File: config.mk
export PLATFORM = sky130hd
export DESIGN_NAME = fpw_flash_guard
export DESIGN_NICKNAME = d
export VERILOG_FILES = /design/src/design/fpw_pkg.sv /design/src/design/fpw_flash_guard.sv /design/src/design/fpw_lock_fsm.sv /design/src/design/fpw_move_router.sv
export SDC_FILE = /design/constraint.sdc
export NUM_CORES = 1
export LEC_CHECK = 0
export ABC_AREA = 0
export BUFFER_PORTS_ARGS = -buffer_cell sky130_fd_sc_hd__buf_4
export CAP_MARGIN = 20
export CORE_ASPECT_RATIO = 1.2
export CORE_MARGIN = 5
export CORE_UTILIZATION = 41
export DETAILED_ROUTE_END_ITERATION = 6
export PLACE_DENSITY = 0.73
export RECOVER_POWER = 100
export SLEW_MARGIN = 20
export SYNTH_ARGS = -nofsm -noshare
export SYNTH_HDL_FRONTEND = slang
export SYNTH_HIERARCHICAL = 1
export SYNTH_SLANG_ARGS = --single-unit
File: constraint.sdc
create_clock -name clk_i -period 1.98 [get_ports clk_i]
set_clock_uncertainty 0.1 [all_clocks]
set_input_delay 0.099 -clock clk_i [delete_from_list [all_inputs] [get_ports clk_i]]
set_output_delay 0.099 -clock clk_i [all_outputs]
set_load 0.01 [all_outputs]
File: src/design/fpw_pkg.sv
// package: register addresses, field positions, reset values and lock states
package fpw_pkg;
	localparam logic [7:0] ADDR_PROGRAM_STORE_CONTROL = 8'h8F;
	localparam logic [7:0] ADDR_FLASH_READ_SCALE      = 8'hB6;
	localparam logic [7:0] ADDR_FLASH_LOCK_KEY        = 8'hB7;
	localparam logic [7:0] RESET_PROGRAM_STORE_CONTROL = 8'h00;
	localparam logic [7:0] RESET_FLASH_READ_SCALE      = 8'h80;
	localparam logic [7:0] KEY_FIRST                   = 8'hA5;
	localparam logic [7:0] KEY_SECOND                  = 8'hF1;
	localparam int         BIT_WRITE_ENABLE            = 0;
	localparam int         BIT_ERASE_ENABLE            = 1;
	localparam int         BIT_ONE_SHOT                = 7;

	typedef enum logic [1:0] {
		LOCK_LOCKED   = 2'b00,
		LOCK_FIRST    = 2'b01,
		LOCK_UNLOCKED = 2'b10,
		LOCK_DISABLED = 2'b11
	} fpw_lock_t;

	// one register-bus write or read
	typedef struct packed {
		logic       wr;
		logic       rd;
		logic [7:0] addr;
		logic [7:0] wdata;
	} fpw_sfr_req_t;

	// one flash command toward the array
	typedef struct packed {
		logic        write;
		logic        erase;
		logic [15:0] addr;
		logic [7:0]  data;
	} fpw_flash_cmd_t;
endpackage

File: src/design/fpw_flash_guard.sv
// top: flash write guard with program store control, read scale and lock key
`timescale 1ns/100ps
module fpw_flash_guard (
	input  wire logic         clk_i,
	input  wire logic         reset_i,
	input  wire logic         sfr_wr_i,
	input  wire logic         sfr_rd_i,
	input  wire logic [7:0]   sfr_addr_i,
	input  wire logic [7:0]   sfr_wdata_i,
	output logic [7:0]        sfr_rdata_o,
	input  wire logic         move_write_i,
	input  wire logic [15:0]  move_addr_i,
	input  wire logic [7:0]   move_data_i,
	output logic              ram_write_o,
	output logic [15:0]       ram_addr_o,
	output logic [7:0]        ram_data_o,
	output logic              flash_write_o,
	output logic              flash_erase_o,
	output logic [15:0]       flash_addr_o,
	output logic [7:0]        flash_data_o,
	output logic              read_one_shot_enable_o,
	output logic [1:0]        lock_state_o
);
	fpw_pkg::fpw_sfr_req_t    req;
	fpw_pkg::fpw_flash_cmd_t  cmd;
	fpw_pkg::fpw_lock_t       lock_state;
	logic                     store_write_enable;
	logic                     store_erase_enable;
	logic                     next_store_write_enable;
	logic                     next_store_erase_enable;
	logic [7:0]               flash_read_scale;
	logic [7:0]               next_flash_read_scale;
	logic [7:0]               next_rdata;
	logic                     key_write;
	logic                     flash_attempt;
	logic                     ram_write;
	logic                     next_flash_write;
	logic                     next_flash_erase;
	logic [15:0]              next_flash_addr;
	logic [7:0]               next_flash_data;

	// pack the register-bus access
	always_comb begin
		req.wr    = sfr_wr_i;
		req.rd    = sfr_rd_i;
		req.addr  = sfr_addr_i;
		req.wdata = sfr_wdata_i;
	end

	assign key_write = req.wr && (req.addr == fpw_pkg::ADDR_FLASH_LOCK_KEY);

	fpw_lock_fsm u_lock (
		.clk_i           (clk_i),
		.reset_i         (reset_i),
		.key_write_i     (key_write),
		.key_data_i      (req.wdata),
		.flash_attempt_i (flash_attempt),
		.state_o         (lock_state)
	);

	fpw_move_router u_router (
		.move_write_i    (move_write_i),
		.move_addr_i     (move_addr_i),
		.move_data_i     (move_data_i),
		.write_enable_i  (store_write_enable),
		.erase_enable_i  (store_erase_enable),
		.unlocked_i      (lock_state == fpw_pkg::LOCK_UNLOCKED),
		.ram_write_o     (ram_write),
		.flash_attempt_o (flash_attempt),
		.cmd_o           (cmd)
	);

	// next values of writable registers; upper control bits are dropped
	always_comb begin
		next_store_write_enable = store_write_enable;
		next_store_erase_enable = store_erase_enable;
		next_flash_read_scale   = flash_read_scale;
		if (req.wr && req.addr == fpw_pkg::ADDR_PROGRAM_STORE_CONTROL) begin
			next_store_write_enable = req.wdata[fpw_pkg::BIT_WRITE_ENABLE];
			next_store_erase_enable = req.wdata[fpw_pkg::BIT_ERASE_ENABLE];
		end
		if (req.wr && req.addr == fpw_pkg::ADDR_FLASH_READ_SCALE)
			next_flash_read_scale = req.wdata;
	end

	// read data mux; unmapped addresses read zero
	always_comb begin
		next_rdata = 8'h00;
		if (req.rd) begin
			case (req.addr)
				fpw_pkg::ADDR_PROGRAM_STORE_CONTROL:
					next_rdata = {6'h00, store_erase_enable, store_write_enable};
				fpw_pkg::ADDR_FLASH_READ_SCALE: next_rdata = flash_read_scale;
				fpw_pkg::ADDR_FLASH_LOCK_KEY: next_rdata = {6'h00, lock_state};
				default: next_rdata = 8'h00;
			endcase
		end
	end

	// flash command, no blank check before programming
	always_comb begin
		next_flash_write = cmd.write;
		next_flash_erase = cmd.erase;
		next_flash_addr  = cmd.addr;
		next_flash_data  = cmd.data;
	end

	// register everything; outputs come from flops
	always_ff @(posedge clk_i or posedge reset_i) begin
		if (reset_i) begin
			store_write_enable     <= fpw_pkg::RESET_PROGRAM_STORE_CONTROL[fpw_pkg::BIT_WRITE_ENABLE];
			store_erase_enable     <= fpw_pkg::RESET_PROGRAM_STORE_CONTROL[fpw_pkg::BIT_ERASE_ENABLE];
			flash_read_scale       <= fpw_pkg::RESET_FLASH_READ_SCALE;
			sfr_rdata_o            <= 8'h00;
			ram_write_o            <= 1'b0;
			ram_addr_o             <= 16'h0000;
			ram_data_o             <= 8'h00;
			flash_write_o          <= 1'b0;
			flash_erase_o          <= 1'b0;
			flash_addr_o           <= 16'h0000;
			flash_data_o           <= 8'h00;
			read_one_shot_enable_o <= fpw_pkg::RESET_FLASH_READ_SCALE[fpw_pkg::BIT_ONE_SHOT];
			lock_state_o           <= 2'b00;
		end else begin
			store_write_enable     <= next_store_write_enable;
			store_erase_enable     <= next_store_erase_enable;
			flash_read_scale       <= next_flash_read_scale;
			sfr_rdata_o            <= next_rdata;
			ram_write_o            <= ram_write;
			ram_addr_o             <= move_addr_i;
			ram_data_o             <= move_data_i;
			flash_write_o          <= next_flash_write;
			flash_erase_o          <= next_flash_erase;
			flash_addr_o           <= next_flash_addr;
			flash_data_o           <= next_flash_data;
			read_one_shot_enable_o <= next_flash_read_scale[fpw_pkg::BIT_ONE_SHOT];
			lock_state_o           <= lock_state; // mirror, one cycle behind
		end
	end
endmodule // fpw_flash_guard

File: src/design/fpw_lock_fsm.sv
// two-key lock state machine
`timescale 1ns/100ps
module fpw_lock_fsm (
	input  wire logic             clk_i,
	input  wire logic             reset_i,
	input  wire logic             key_write_i,
	input  wire logic [7:0]       key_data_i,
	input  wire logic             flash_attempt_i,
	output fpw_pkg::fpw_lock_t    state_o
);
	fpw_pkg::fpw_lock_t state;
	fpw_pkg::fpw_lock_t next_state;

	// next lock state from key writes and flash attempts
	always_comb begin
		next_state = state;
		case (state)
			fpw_pkg::LOCK_LOCKED: begin
				if (flash_attempt_i)
					next_state = fpw_pkg::LOCK_DISABLED;
				else if (key_write_i)
					next_state = (key_data_i == fpw_pkg::KEY_FIRST) ? fpw_pkg::LOCK_FIRST
						: fpw_pkg::LOCK_DISABLED;
			end
			fpw_pkg::LOCK_FIRST: begin
				if (flash_attempt_i)
					next_state = fpw_pkg::LOCK_DISABLED;
				else if (key_write_i)
					next_state = (key_data_i == fpw_pkg::KEY_SECOND) ? fpw_pkg::LOCK_UNLOCKED
						: fpw_pkg::LOCK_DISABLED;
			end
			fpw_pkg::LOCK_UNLOCKED: begin
				if (flash_attempt_i)
					next_state = fpw_pkg::LOCK_LOCKED;
				else if (key_write_i)
					next_state = fpw_pkg::LOCK_DISABLED;
			end
			fpw_pkg::LOCK_DISABLED: next_state = fpw_pkg::LOCK_DISABLED;
			default: next_state = fpw_pkg::LOCK_DISABLED;
		endcase
	end

	// lock state register
	always_ff @(posedge clk_i or posedge reset_i) begin
		if (reset_i)
			state <= fpw_pkg::LOCK_LOCKED;
		else
			state <= next_state;
	end

	assign state_o = state;
endmodule // fpw_lock_fsm

File: src/design/fpw_move_router.sv
// routes an external-move write to RAM or to a flash command
`timescale 1ns/100ps
module fpw_move_router (
	input  wire logic                 move_write_i,
	input  wire logic [15:0]          move_addr_i,
	input  wire logic [7:0]           move_data_i,
	input  wire logic                 write_enable_i,
	input  wire logic                 erase_enable_i,
	input  wire logic                 unlocked_i,
	output logic                      ram_write_o,
	output logic                      flash_attempt_o,
	output fpw_pkg::fpw_flash_cmd_t   cmd_o
);
	// decode target and operation
	always_comb begin
		ram_write_o     = move_write_i & ~write_enable_i;
		flash_attempt_o = move_write_i & write_enable_i;
		cmd_o.write     = flash_attempt_o & unlocked_i & ~erase_enable_i;
		cmd_o.erase     = flash_attempt_o & unlocked_i & erase_enable_i;
		cmd_o.addr      = move_addr_i;
		cmd_o.data      = erase_enable_i ? 8'h00 : move_data_i;
	end
endmodule // fpw_move_router

==> qor.csv <==
metric;value;unit
outcome;completed;
drtPass1Iterations;4;
whs;0.0340;ns
finalHoldViolations;0;
dieArea;7660;sq um
setup_tns;0;ns
wire_per_inst;13.5;um
async_flop_share;100;%
min_path_cells;2;
p_seq_share;56.0;%
place.gp.congestion;0.709;
pin_count;107;
syn_avg_cell_area;16.2;sq um
die_h;94.9;um
vdd_drop_max;0.372;mV
routed_wl;5070;um
clock_path_buffers;2;
synth_warnings;6;
first_global_vias;1691;
comb_power_share;11.5;%
synth_edf_count;0;
yosysSeqAreaShare;74.3;%
sw_frac_of_total;24.7;%
final.period_utilization;77.9;%
area_delta_synth_final;42.7;%
min_path_type;input pin to flip-flop;
power_density;836;nW/um^2
cts_made_buffers;9;
startpoint_type;flip-flop;
cts_sinks;73;
hp-start;sfr_addr_i[0];
ff2ff_setup_slack;0.44;ns
root_buffer;clkbuf_8;
syn_nets;197;
leakage;0.00160;uW
setup_viol;0;
postCtsResizedCells;0;
p_int;2210;uW
rr_endpoint;u_lock/state_o[1]$_DFFE_PP0P_;
gr-total-overflow;0;
numPortBuffers;106;
timing.rr.start;u_lock/state_o[0]$_DFFE_PP0P_;
n_antenna_cell;0;
row_count;31;
rsz0062_at_grt;false;
reg2regPathDepth;3;
drc;0;
drive_gt1_share;26.9;%
p_sw;725;uW
vias_per_cell;4.27;
ant_nets;0;
worstPathArrival;1.66;ns
cts_tree;done;
cts.clk_slew.worst_paths;0.07;ns
insertion_delay;0.33;ns
worstMarginPinSlew;1.17;ns
end_kind;flip-flop;
initial_core_util;41.5;%
synth_ff_type;dfrtp_1;
syn_area;2460;sq um
core_area;5930;sq um
max_freq;648;MHz
total_power;2930;uW
maxSlewViolCount;0;
ys_ff_latch;73;
grt_pass1_wl;7870;um
min_period;1.54;ns
nets;334;
grtUsageTotal;14.0;%
hold_path_end;sfr_rdata_o[6]$_DFF_PP0_;
grt_max_degree;46;
synthCells;152;
die_w;80.7;um
drv_cap;0;
p_clk_share;32.4;%
antenna_found_initial;0;
crit_fanout;7;
dr_total_vias;1604;
worstSetupPathType;flip-flop to flip-flop;
drt_iter0_drc;17;
required;2.09;ns
htreeDepth;3;
slew_headroom;21.8;%
dp_hpwl;3690;um
synth.distinct_cells;29;
-- worst max-delay path, cell delays in order, from the launching register on --
cell and delay (ns):
dfrtp_1 0.45, or4b_1 0.54, o31ai_1 0.23, a21oi_1 0.10
-- cells in the mapped netlist, types with 2 or more instances --
cell type,count,area (sq um)
nor2b_1,2,12.5
nor2_1,5,18.8
mux2i_1,2,20.0
and2b_2,8,70.1
and4b_1,2,20.0
mux2_2,10,113
and2_1,6,37.5
buf_4,17,128
nand4b_1,2,17.5
dfrtp_1,72,1800
inv_1,6,22.5
nand2_1,2,7.51
a2bb2oi_1,2,17.5
-- cells by family (layout without fill, tap and decap cells) --
family                 count (synthesis)  count (layout)  synth area share (%)
muxes                                 12              12                  5.39
DFF                                   73              73                  74.3
and+or+nand+nor                       37              37                  12.1
buffers and inverters                 23             165                  6.10
AOI/OAI and AO/OA                      7               7                  2.09
-- area by class of cell --
class                      instances  area, sq um
fill                             535         2420
sequential                        73         1830
timing repair buffer             143          918
multi-input combinational         56          473
clock buffer                      10          128
tap                               82          103
clock inverter                     6         36.3
inverter                           6         23.8
-- stage by stage --
stage	util [%]	worst slack (ns)	instance area, sq um	instances
finish	59.1	0.437	3510	376
global route	59.1	0.354	3510	376
CTS	63.6	0.441	3780	376
detailed placement	55.0	0.431	3260	325
floorplan	-	0.569	2460	152
global placement	55.0	0.448	3260	325
-- per-layer routing --
| metal | vias to the layer above | track usage, % | routed length (um) |
|---|---|---|---|
| li1 | 763 | - | - |
| met1 | 777 | 14.3 | 1810 |
| met2 | 56 | 25.8 | 2820 |
| met3 | 8 | 4.48 | 360 |
| met4 | 0 | 6.34 | 73 |
| met5 | - | 0 | 0 |
-- cells in the final DEF (no fill, tap or decap), types with 2 or more instances in the layout --
master and instances:
nand2_1 2, nand4b_1 2, buf_4 16, clkbuf_4 23, dlygate4sd3_1 35, and4b_1 2, clkbuf_8 9, inv_1 5
mux2i_1 2, nor2_1 5, and2b_2 8, a2bb2oi_1 2, and2_1 5, mux2_2 10, clkbuf_1 69, clkinv_2 4
dfrtp_1 72, nor2b_1 2
-- worst max-delay path by stage --
| stage | start | to | slack, ns |
|---|---|---|---|
| floorplan | u_lock/state_o[0]$_DFFE_PP0P_ | u_lock/state_o[1]$_DFFE_PP0P_ | 0.57 |
| global placement | sfr_addr_i[3] | flash_read_scale[3]$_DFFE_PP0P_ | 0.45 |
| detailed placement | sfr_addr_i[3] | flash_read_scale[3]$_DFFE_PP0P_ | 0.43 |
| CTS | u_lock/state_o[0]$_DFFE_PP0P_ | u_lock/state_o[1]$_DFFE_PP0P_ | 0.44 |
| global route | reset_i | flash_data_o[7]$_DFF_PP0_ | 0.35 |
| finish | u_lock/state_o[0]$_DFFE_PP0P_ | u_lock/state_o[1]$_DFFE_PP0P_ | 0.44 |
-- state kept, by name (all words and copies together), names as in the netlist, 2 cells and up --
name,flops
flash_addr_o,16
flash_data_o,8
flash_read_scale,8
lock_state_o,2
ram_addr_o,16
ram_data_o,8
sfr_rdata_o,8
u_lock/state_o,2
-- power groups by stage --
| stage | logic (uW) | registers (uW) | clock network [uW] |
|---|---|---|---|
| after global placement | 346 | 1670 | 0 |
| after global routing | 374 | 1660 | 1070 |
| after detailed placement | 352 | 1680 | 0 |
| final | 339 | 1640 | 951 |
| after floorplan | 117 | 1700 | 0 |
| after CTS | 409 | 1650 | 986 |
-- what timing repair did --
| action | in CTS | in global routing |
|---|---|---|
| hold endpoints to repair | 92 | 0 |
| hold buffers | 35 | 0 |
| setup buffers | 0 | 0 |
No activity file was read; power rests on OpenSTA's default activity.
